File: src/cbig_pkg.sv
// Operation
// - Autovector ack when cycle code all ones, strobe
// - Upper cycle code bits feed map error decoder
// - Byte strobes select scratch RAM byte halves
// - Byte strobes gate data halves, direction from write
// - External halt stops processor; processor halt reported
// - Halt lamp lit whenever halt line active
// - Bus fault on timeout, bounds or map error
// - Bus fault combined with halt for retry; the glue drives fault alone, halt only from external halt
// - Reset from either side reaches board reset
// - Processor reset hits devices; halt plus reset all
// - Interrupt requests encoded to three-bit level
// - Clock 8MHz, made on board or received
// - Address strobe marks address; board returns ack
// - Latch address, write, cycle code, byte strobes
// - Reset and halt brought to maintenance connector
package cbig_pkg;
    localparam int CBIG_ADDR_W = 23;
    localparam int CBIG_FC_W = 3;
    localparam int CBIG_IRQ_W = 7;
    localparam int CBIG_LVL_W = 3;
    localparam logic [2:0] CBIG_FC_INTACK = 3'h7;
    localparam logic [2:0] CBIG_LVL_NONE = 3'h0;
    localparam int CBIG_SYS_HZ = 40000000;
    localparam int CBIG_CPU_HZ = 8000000;
    localparam int CBIG_CLK_DIV = CBIG_SYS_HZ / CBIG_CPU_HZ;
    localparam int CBIG_HALF_DIV = CBIG_CLK_DIV / 2;
    localparam logic [2:0] CBIG_DIV_LAST = 3'(CBIG_CLK_DIV - 1);
    localparam logic [2:0] CBIG_DIV_HALF = 3'(CBIG_HALF_DIV);
endpackage

File: src/cbig_glue.sv
`timescale 1ns/100ps
module cbig_glue
    import cbig_pkg::*;
(
    input wire logic i_clk_sys, // 40 MHz system clock
    input wire logic i_rst_n, // Synchronous reset, low
    input wire logic [CBIG_ADDR_W-1:0] i_raw_addr, // Processor address 23..1
    input wire logic i_raw_write_n, // Low for write
    input wire logic [CBIG_FC_W-1:0] i_cpu_cycle_type_code, // Raw cycle type
    input wire logic i_addr_valid_strobe_n, // Address valid, low
    input wire logic i_upper_byte_strobe_n, // Upper byte, low
    input wire logic i_lower_byte_strobe_n, // Lower byte, low
    input wire logic i_local_ack, // Board resource done
    input wire logic i_bus_timeout, // Bus timeout event
    input wire logic i_addr_bounds_err, // Command logic bounds error
    input wire logic i_page_map_err, // Page map error
    input wire logic i_seg_map_err, // Segment map decoder result
    input wire logic [CBIG_IRQ_W-1:0] i_irq_req, // Board and bus requests
    input wire logic i_clk_source_ext, // High: take clock from bus
    input wire logic i_bus_clk, // Clock seen on system bus
    input wire logic i_cpu_halt_n, // Processor drives halt, low
    input wire logic i_ext_halt_n, // Board or bus drives halt, low
    input wire logic i_cpu_reset_n, // Processor drives reset, low
    input wire logic i_bus_reset_n, // System bus drives reset, low
    output logic [CBIG_ADDR_W-1:0] o_lat_addr, // Latched address
    output logic o_lat_write_n, // Latched direction
    output logic [CBIG_FC_W-1:0] o_lat_cycle_type, // Latched cycle type
    output logic o_lat_upper_sel, // Upper byte selected
    output logic o_lat_lower_sel, // Lower byte selected
    output logic [1:0] o_map_fc_hi, // Cycle bits 2..1 to map decoder
    output logic o_ram_hi_we, // Scratch RAM upper byte write
    output logic o_ram_lo_we, // Scratch RAM lower byte write
    output logic o_ram_hi_oe, // Scratch RAM upper byte read
    output logic o_ram_lo_oe, // Scratch RAM lower byte read
    output logic o_autovector_ack_n, // Autovector request, low
    output logic o_transfer_ack, // Data transfer done
    output logic o_cycle_fault_n, // Bus fault to processor, low
    output logic o_halt_out_n, // Drive halt to processor, low
    output logic o_halt_oe, // Halt pin enable
    output logic o_halt_led, // Red lamp
    output logic o_cpu_stopped, // Processor reports stop
    output logic o_dev_reset, // Reset board devices
    output logic o_cpu_reset_n, // Drive reset to processor, low
    output logic o_cpu_reset_oe, // Reset pin enable
    output logic o_board_reset, // Reset to board logic
    output logic o_bus_reset_n, // Drive reset to bus, low
    output logic o_bus_reset_oe, // Bus reset pin enable
    output logic o_maint_halt_n, // Halt to maintenance port
    output logic o_maint_reset_n, // Reset to maintenance port
    output logic [CBIG_LVL_W-1:0] o_irq_level_code_n, // Priority level, low
    output logic o_cpu_clk, // 8 MHz processor clock
    output logic o_bus_clk, // Clock driven to bus
    output logic o_bus_clk_oe // Bus clock pin enable
);
    ////////////////////////////////////////////////////////////////////////////
    typedef struct packed {
        logic [CBIG_ADDR_W-1:0] addr;
        logic write_n;
        logic [CBIG_FC_W-1:0] fc;
        logic usel;
        logic lsel;
        logic [1:0] fc_hi;
        logic hi_we;
        logic lo_we;
        logic hi_oe;
        logic lo_oe;
        logic avec_n;
        logic ack;
        logic fault_n;
        logic halt_n;
        logic led;
        logic stopped;
        logic dev_rst;
        logic cpu_rst_n;
        logic board_rst;
        logic bus_rst_n;
        logic bus_rst_oe;
        logic halt_oe;
        logic cpu_rst_oe;
        logic clk_oe;
        logic m_halt_n;
        logic m_rst_n;
        logic [CBIG_LVL_W-1:0] lvl_n;
        logic [2:0] div;
        logic gen_clk;
        logic cpu_clk;
    } cbig_state_t;

    cbig_state_t st, next_st;
    logic [CBIG_LVL_W-1:0] enc_level;
    logic as_act, any_ds, halt_act, rst_cpu, rst_bus, fault_src;

    cbig_irq_enc u_enc (
        .i_req(i_irq_req),
        .o_level(enc_level)
    );

    ////////////////////////////////////////////////////////////////////////////
    always_comb begin
        as_act = !i_addr_valid_strobe_n;
        any_ds = !i_upper_byte_strobe_n || !i_lower_byte_strobe_n;
        halt_act = !i_cpu_halt_n || !i_ext_halt_n;
        rst_cpu = !i_cpu_reset_n;
        rst_bus = !i_bus_reset_n;
        fault_src = i_bus_timeout || i_addr_bounds_err || i_seg_map_err || i_page_map_err;
        next_st = st;
        // Only open the latch under the strobe; outside it the codes are junk
        if (as_act) begin
            next_st.addr = i_raw_addr;
            next_st.write_n = i_raw_write_n;
            next_st.fc = i_cpu_cycle_type_code;
            next_st.usel = !i_upper_byte_strobe_n;
            next_st.lsel = !i_lower_byte_strobe_n;
            next_st.fc_hi = i_cpu_cycle_type_code[2:1];
        end else begin
            next_st.usel = 1'b0;
            next_st.lsel = 1'b0;
        end
        // Byte halves gated by own strobe, direction from write line
        next_st.hi_we = as_act && !i_upper_byte_strobe_n && !i_raw_write_n;
        next_st.lo_we = as_act && !i_lower_byte_strobe_n && !i_raw_write_n;
        next_st.hi_oe = as_act && !i_upper_byte_strobe_n && i_raw_write_n;
        next_st.lo_oe = as_act && !i_lower_byte_strobe_n && i_raw_write_n;
        next_st.avec_n = !(as_act && i_cpu_cycle_type_code == CBIG_FC_INTACK);
        // Ack held until strobe drops so the processor cannot miss it
        next_st.ack = as_act && any_ds && (i_local_ack || st.ack);
        // Fault held for the cycle; halt pairing decides retry in the processor
        next_st.fault_n = !(as_act && (fault_src || !st.fault_n));
        next_st.halt_n = i_ext_halt_n;
        next_st.halt_oe = !i_ext_halt_n;
        next_st.stopped = !i_cpu_halt_n;
        next_st.led = halt_act;
        // Processor reset leaves processor alone; bus or halt+reset hits all
        next_st.dev_rst = rst_cpu || rst_bus;
        next_st.cpu_rst_n = !(rst_bus || (rst_cpu && halt_act));
        next_st.board_rst = rst_cpu || rst_bus;
        next_st.bus_rst_n = !rst_cpu;
        next_st.bus_rst_oe = rst_cpu;
        next_st.cpu_rst_oe = rst_bus || (rst_cpu && halt_act);
        next_st.m_halt_n = !halt_act;
        next_st.m_rst_n = !(rst_cpu || rst_bus);
        next_st.lvl_n = ~enc_level;
        // Divider makes 8 MHz; the odd ratio gives a 2:3 duty
        if (st.div == CBIG_DIV_LAST) begin
            next_st.div = 3'h0;
        end else begin
            next_st.div = st.div + 3'h1;
        end
        next_st.gen_clk = (next_st.div < CBIG_DIV_HALF);
        next_st.cpu_clk = i_clk_source_ext ? i_bus_clk : next_st.gen_clk;
        next_st.clk_oe = !i_clk_source_ext;
    end

    always_ff @(posedge i_clk_sys) begin
        if (!i_rst_n) begin
            st <= '0;
            st.write_n <= 1'b1;
            st.avec_n <= 1'b1;
            st.fault_n <= 1'b1;
            st.halt_n <= 1'b1;
            st.cpu_rst_n <= 1'b1;
            st.bus_rst_n <= 1'b1;
            st.m_halt_n <= 1'b1;
            st.m_rst_n <= 1'b1;
            st.lvl_n <= ~CBIG_LVL_NONE;
            st.div <= CBIG_DIV_LAST; // First clock high phase after reset is full length
        end else begin
            st <= next_st;
        end
    end

    ////////////////////////////////////////////////////////////////////////////
    assign o_lat_addr = st.addr;
    assign o_lat_write_n = st.write_n;
    assign o_lat_cycle_type = st.fc;
    assign o_lat_upper_sel = st.usel;
    assign o_lat_lower_sel = st.lsel;
    assign o_map_fc_hi = st.fc_hi;
    assign o_ram_hi_we = st.hi_we;
    assign o_ram_lo_we = st.lo_we;
    assign o_ram_hi_oe = st.hi_oe;
    assign o_ram_lo_oe = st.lo_oe;
    assign o_autovector_ack_n = st.avec_n;
    assign o_transfer_ack = st.ack;
    assign o_cycle_fault_n = st.fault_n;
    assign o_halt_out_n = st.halt_n;
    assign o_halt_oe = st.halt_oe;
    assign o_halt_led = st.led;
    assign o_cpu_stopped = st.stopped;
    assign o_dev_reset = st.dev_rst;
    assign o_cpu_reset_n = st.cpu_rst_n;
    assign o_cpu_reset_oe = st.cpu_rst_oe;
    assign o_board_reset = st.board_rst;
    assign o_bus_reset_n = st.bus_rst_n;
    assign o_bus_reset_oe = st.bus_rst_oe;
    assign o_maint_halt_n = st.m_halt_n;
    assign o_maint_reset_n = st.m_rst_n;
    assign o_irq_level_code_n = st.lvl_n;
    assign o_cpu_clk = st.cpu_clk;
    assign o_bus_clk = st.gen_clk;
    assign o_bus_clk_oe = st.clk_oe;

    ////////////////////////////////////////////////////////////////////////////
    property p_autovec;
        @(posedge i_clk_sys) disable iff (!i_rst_n)
        (as_act && i_cpu_cycle_type_code == CBIG_FC_INTACK) |=> !o_autovector_ack_n;
    endproperty
    a_autovec: assert property (p_autovec) else $error("autovector not given");

    property p_autovec_off;
        @(posedge i_clk_sys) disable iff (!i_rst_n)
        !as_act |=> o_autovector_ack_n;
    endproperty
    a_autovec_off: assert property (p_autovec_off) else $error("autovector without strobe");

    property p_fc_hi;
        @(posedge i_clk_sys) disable iff (!i_rst_n)
        as_act |=> o_map_fc_hi == $past(i_cpu_cycle_type_code[2:1]);
    endproperty
    a_fc_hi: assert property (p_fc_hi) else $error("map code bits wrong");

    property p_ram_we;
        @(posedge i_clk_sys) disable iff (!i_rst_n)
        o_ram_hi_we |-> !o_ram_hi_oe && $past(!i_upper_byte_strobe_n && !i_raw_write_n);
    endproperty
    a_ram_we: assert property (p_ram_we) else $error("upper write wrong");

    property p_ram_lo;
        @(posedge i_clk_sys) disable iff (!i_rst_n)
        (as_act && !i_lower_byte_strobe_n && i_raw_write_n) |=> o_ram_lo_oe && !o_ram_lo_we;
    endproperty
    a_ram_lo: assert property (p_ram_lo) else $error("lower read wrong");

    property p_fault;
        @(posedge i_clk_sys) disable iff (!i_rst_n)
        (as_act && i_bus_timeout) |=> !o_cycle_fault_n;
    endproperty
    a_fault: assert property (p_fault) else $error("timeout not faulted");

    property p_led;
        @(posedge i_clk_sys) disable iff (!i_rst_n)
        (!i_cpu_halt_n || !i_ext_halt_n) |=> o_halt_led && !o_maint_halt_n;
    endproperty
    a_led: assert property (p_led) else $error("halt lamp dark");

    property p_cpu_rst;
        @(posedge i_clk_sys) disable iff (!i_rst_n)
        (!i_cpu_reset_n && i_bus_reset_n && i_cpu_halt_n && i_ext_halt_n)
            |=> o_dev_reset && o_cpu_reset_n && o_board_reset;
    endproperty
    a_cpu_rst: assert property (p_cpu_rst) else $error("processor reset wrong");

    property p_lvl;
        @(posedge i_clk_sys) disable iff (!i_rst_n)
        i_irq_req[CBIG_IRQ_W-1] |=> o_irq_level_code_n == CBIG_LVL_NONE;
    endproperty
    a_lvl: assert property (p_lvl) else $error("top level not encoded");

    property p_clk;
        @(posedge i_clk_sys) disable iff (!i_rst_n)
        $rose(o_bus_clk) |=> o_bus_clk ##1 !o_bus_clk ##1 !o_bus_clk ##1 !o_bus_clk ##1 o_bus_clk;
    endproperty
    a_clk: assert property (p_clk) else $error("clock period wrong");

    property p_ack_set;
        @(posedge i_clk_sys) disable iff (!i_rst_n)
        (as_act && any_ds && i_local_ack) |=> o_transfer_ack;
    endproperty
    a_ack_set: assert property (p_ack_set) else $error("ack not given");

    property p_ack_drop;
        @(posedge i_clk_sys) disable iff (!i_rst_n)
        !as_act |=> !o_transfer_ack && !o_lat_upper_sel && !o_lat_lower_sel;
    endproperty
    a_ack_drop: assert property (p_ack_drop) else $error("ack or select stuck");

    property p_lat_hold;
        @(posedge i_clk_sys) disable iff (!i_rst_n)
        !as_act |=> $stable(o_lat_addr) && $stable(o_lat_cycle_type) && $stable(o_lat_write_n);
    endproperty
    a_lat_hold: assert property (p_lat_hold) else $error("latch open without strobe");

    property p_lo_we;
        @(posedge i_clk_sys) disable iff (!i_rst_n)
        (as_act && !i_lower_byte_strobe_n && !i_raw_write_n) |=> o_ram_lo_we && !o_ram_lo_oe;
    endproperty
    a_lo_we: assert property (p_lo_we) else $error("lower write wrong");

    property p_fault_drop;
        @(posedge i_clk_sys) disable iff (!i_rst_n)
        !as_act |=> o_cycle_fault_n;
    endproperty
    a_fault_drop: assert property (p_fault_drop) else $error("fault outside cycle");

    property p_halt_pin;
        @(posedge i_clk_sys) disable iff (!i_rst_n)
        !i_ext_halt_n |=> !o_halt_out_n && o_halt_oe;
    endproperty
    a_halt_pin: assert property (p_halt_pin) else $error("halt not driven");

    property p_stopped;
        @(posedge i_clk_sys) disable iff (!i_rst_n)
        !i_cpu_halt_n |=> o_cpu_stopped;
    endproperty
    a_stopped: assert property (p_stopped) else $error("stop not reported");

    property p_bus_rst;
        @(posedge i_clk_sys) disable iff (!i_rst_n)
        !i_bus_reset_n |=> o_board_reset && !o_cpu_reset_n && !o_maint_reset_n;
    endproperty
    a_bus_rst: assert property (p_bus_rst) else $error("bus reset not routed");

    property p_sys_rst;
        @(posedge i_clk_sys) disable iff (!i_rst_n)
        (!i_cpu_reset_n && (!i_cpu_halt_n || !i_ext_halt_n))
            |=> !o_cpu_reset_n && o_cpu_reset_oe && o_dev_reset;
    endproperty
    a_sys_rst: assert property (p_sys_rst) else $error("total reset wrong");

    property p_drive_bus_rst;
        @(posedge i_clk_sys) disable iff (!i_rst_n)
        !i_cpu_reset_n |=> !o_bus_reset_n && o_bus_reset_oe;
    endproperty
    a_drive_bus_rst: assert property (p_drive_bus_rst) else $error("bus reset not driven");

    property p_lvl_none;
        @(posedge i_clk_sys) disable iff (!i_rst_n)
        (i_irq_req == '0) |=> o_irq_level_code_n == ~CBIG_LVL_NONE;
    endproperty
    a_lvl_none: assert property (p_lvl_none) else $error("idle level wrong");
endmodule

File: src/cbig_irq_enc.sv
`timescale 1ns/100ps
module cbig_irq_enc
    import cbig_pkg::*;
(
    input wire logic [CBIG_IRQ_W-1:0] i_req, // Request per level, bit 0 is level 1
    output logic [CBIG_LVL_W-1:0] o_level // Highest pending level
);
    // Highest level wins; bit n is level n+1
    always_comb begin
        o_level = CBIG_LVL_NONE;
        for (int k = 0; k < CBIG_IRQ_W; k++) begin
            if (i_req[k]) begin
                o_level = 3'(k + 1);
            end
        end
    end
endmodule

File: config.mk
export PLATFORM = sky130hd
export DESIGN_NAME = cbig_glue
export DESIGN_NICKNAME = d
export VERILOG_FILES = /design/src/cbig_pkg.sv /design/src/cbig_glue.sv /design/src/cbig_irq_enc.sv
export SDC_FILE = /design/constraint.sdc
export NUM_CORES = 1
export LEC_CHECK = 0
export BUFFER_PORTS_ARGS = -buffer_cell sky130_fd_sc_hd__buf_4
export CAP_MARGIN = 10
export CORE_MARGIN = 2
export CORE_UTILIZATION = 35
export DETAILED_ROUTE_END_ITERATION = 8
export GPL_ROUTABILITY_DRIVEN = 0
export PLACE_DENSITY = 0.64
export RECOVER_POWER = 100
export SYNTH_ARGS = -nofsm -noshare
export SYNTH_HDL_FRONTEND = slang
export SYNTH_SLANG_ARGS = --single-unit
File: constraint.sdc
create_clock -name i_clk_sys -period 1 [get_ports i_clk_sys]
set_input_delay 0.2 -clock i_clk_sys [delete_from_list [all_inputs] [get_ports i_clk_sys]]
set_output_delay 0.2 -clock i_clk_sys [all_outputs]
set_load 0.1 [all_outputs]
==> run metrics <==
placed cell count 351; initial antenna violation count 0; Total Routing Usage GR 14.54%; Post-synth EDFFs 0; sequential share of power 43.8%; Buf/Inv on CP 1; hold depth 2; area of the multi-input gates 651.9 um^2; max frequency 935.5 MHz; fillcell total 468; Main synth FF type dfxtp_1; crit start category register; Worst R2R Start st[2]$_SDFF_PP0_; total of max-cap violations 0; final setup fails 58; Hold Path Class input pin to register; Comb pwr share 35.1%; Crit path max-delay family flip-flops; CP max-delay cell dfxtp_4; PortBufs 105; Post-DP Area 0.002786 mm^2; Power, Total 5.802 mW; skew final 0.0008154 ns; HP Start i_clk_source_ext; status finished, violations left; Ant. Diodes 0; Iter 0 DRT Violations 28; RR Endpoint o_cpu_clk$_SDFF_PN0_; Yosys cell types 27; Clock Pin Slew Worst Setup and Hold Paths 0.09 ns; final WL 4527 um; failing checks negative setup slack; end of the worst hold path o_bus_clk_oe$_SDFF_PN0_; Layout area overhead 72.35%; Final min period 1.069 ns; DRC 0; Rel. slew slack 76.66%; Critical path origin o_lat_cycle_type[1]$_SDFFE_PN0N_; Synth Area per Inst 10.30 um^2; Sw Share 35.47%; cell internal pwr 3.744 mW; IR drop worst, VDD 0.9675 mV; TritonCTS clock tree done; worst setup path category register to output port; CP max FO 3; final setup TNS -1.882 ns; asr flop ratio synth 0%; Post-CTS Hold Fix Bufs 0; die height 81.29 um; Initial Util 35.74%; Final Max Slew Viols 0; non-filler cells, final 359; Worst Reg2Reg Path Length in Cells 5; Worst path depth 1; Yosys reg bits 56; clock latency on the worst-skew pair 0.30 ns; ANT nets after route 0; row count 28; crit-path cells buf_12; Least-Margin Pin Slew 0.3501 ns; gr ovfl total 0; slowest cell delay on critical path 0.39 ns; post-DP HPWL 3156 um; root buf cell clkbuf_8; unrepaired setup endpoints after global routing true; Final Hold Violating Endpoints 0; core area 0.005851 mm^2; CP arrival 0.87 ns; wire per inst 12.61 um; clock sinks 56; design area 0.003603 mm^2; I/O pin count 106; Post-layout nets 335; Worst R2R Setup Slack -0.04 ns; layout cell share with drive strength beyond 1 63.03%; Vias/cell 4.390; P_sw 2.058 mW; LEAKAGE 1.635 nW; Syn Inst Count 203; via count 1576; synthesized area 0.002091 mm^2; 1st-pass router iterations 4; synthesis warning total 0; Die ar. 0.006608 mm^2; power density cells 1610 mW/mm^2; crit end category output port; vias in the first global route 1510; setup ws final -0.06894 ns; register area share after synthesis 53.62%; largest net degree at the start of global routing 20; register area 0.001200 mm^2; global-route wire length before repair 7245 um; Horiz. Die Dim 81.29 um; H-tree level count 2; Clk pwr share 21.1%; Synth Net Count 255; clock buffer depth 2; Tcrit/Tclk final 106.9%; Post-Place Setup Slack -0.03170 ns; critical path required time 0.80 ns; Num CTS Buffers 5
-- power groups by stage --
stage	Sequential, mW	Combinational, mW	Clock (mW)
global placement	2.51	1.69	0
global route	2.56	2.12	1.38
floorplan	2.91	0.976	0
CTS	2.54	2.05	1.29
detailed placement	2.51	1.71	0
finish	2.54	2.04	1.22
-- registers in the layout, summed over array words and instances (netlist names), 3 cells and up --
name / flops
o_irq_level_code_n: 3
o_lat_addr: 23
st: 3
o_lat_cycle_type: 3
-- how the worst max path moves through the flow --
stage                                      end
after global routing      o_cpu_clk$_SDFF_PN0_
after floorplan                    o_dev_reset
after detailed placement  o_cpu_clk$_SDFF_PN0_
final                      o_lat_cycle_type[1]
after CTS                       o_map_fc_hi[1]
after global placement    o_cpu_clk$_SDFF_PN0_
-- cell families (layout without fill, tap and decap cells) --
group                    Yosys count  count (layout)  share of synthesized area [%]
flip-flops                        56              56                          53.62
multiplexers                      26              26                          12.45
adder cells (fa/ha/maj)            2               2                          1.197
buffers and inverters             50             131                          16.82
AO/OA/AOI/OAI                     15              15                          4.489
AND/OR/NAND/NOR                   54              54                          11.43
-- per-layer routing --
layer	GRT usage, %	vias up	wire length [um]
li1	-	782	-
met1	17.18	724	1779
met2	24.59	63	2295
met3	4.444	7	378
met4	5.593	0	73
met5	0	-	0
-- worst reg2reg max path, cell delays in order (launching register included) --
cell,delay [ns]
dfxtp_2,0.35
inv_2,0.05
ha_4,0.27
nor2b_2,0.04
o22ai_2,0.15
a21oi_1,0.08
-- area by class of cell --
class | instances | share of cell area, %
clock buffer | 6 | 2.292
tap | 75 | 2.604
clock inverter | 2 | 0.2778
multi-input combinational | 97 | 18.09
timing repair buffer | 112 | 42.29
sequential | 56 | 33.30
inverter | 11 | 1.146
-- layout by cell type (no fill, tap or decap), types with 3 or more instances in the layout --
| cell | Yosys | layout |
|---|---|---|
| buf_12 | 2 | 56 |
| dfxtp_2 | 0 | 51 |
| buf_4 | 32 | 49 |
| nor2_1 | 36 | 35 |
| mux2i_1 | 26 | 26 |
| inv_1 | 11 | 9 |
| a21oi_1 | 6 | 6 |
| clkbuf_8 | 0 | 6 |
| nand2b_1 | 5 | 4 |
| clkbuf_1 | 1 | 4 |
| dfxtp_4 | 0 | 4 |
| nor3_1 | 3 | 3 |
-- synthesized netlist by cell type, types with 2 or more instances --
cell type  instances  share of area [%]
buf_12             2                1.9
ha_1               2                1.2
mux2i_1           26                 12
and2_1             2               0.60
nor2_1            36                6.5
and3_1             2               0.60
inv_1             11                2.0
buf_4             32                 11
nor3_1             3               0.72
nand2b_1           5                1.5
nor2b_1            2               0.60
buf_2              3               0.72
o21ai_0            2               0.48
nand2_1            2               0.36
a21oi_1            6                1.4
dfxtp_1           56                 54
-- through the flow --
step	hold WS, ns	util [%]
after global routing	0.02723	61.59
after CTS	0.02464	62.06
final	0.03905	61.59
after detailed placement	0.3574	47.63
after global placement	0.3550	47.63
after floorplan	0.2593	-
-- repair_timing --
item	CTS	global route
buffers inserted	0	0
resized for setup	204	1
setup endpoints to repair	58	58
Power figures use the tool's default switching activity.
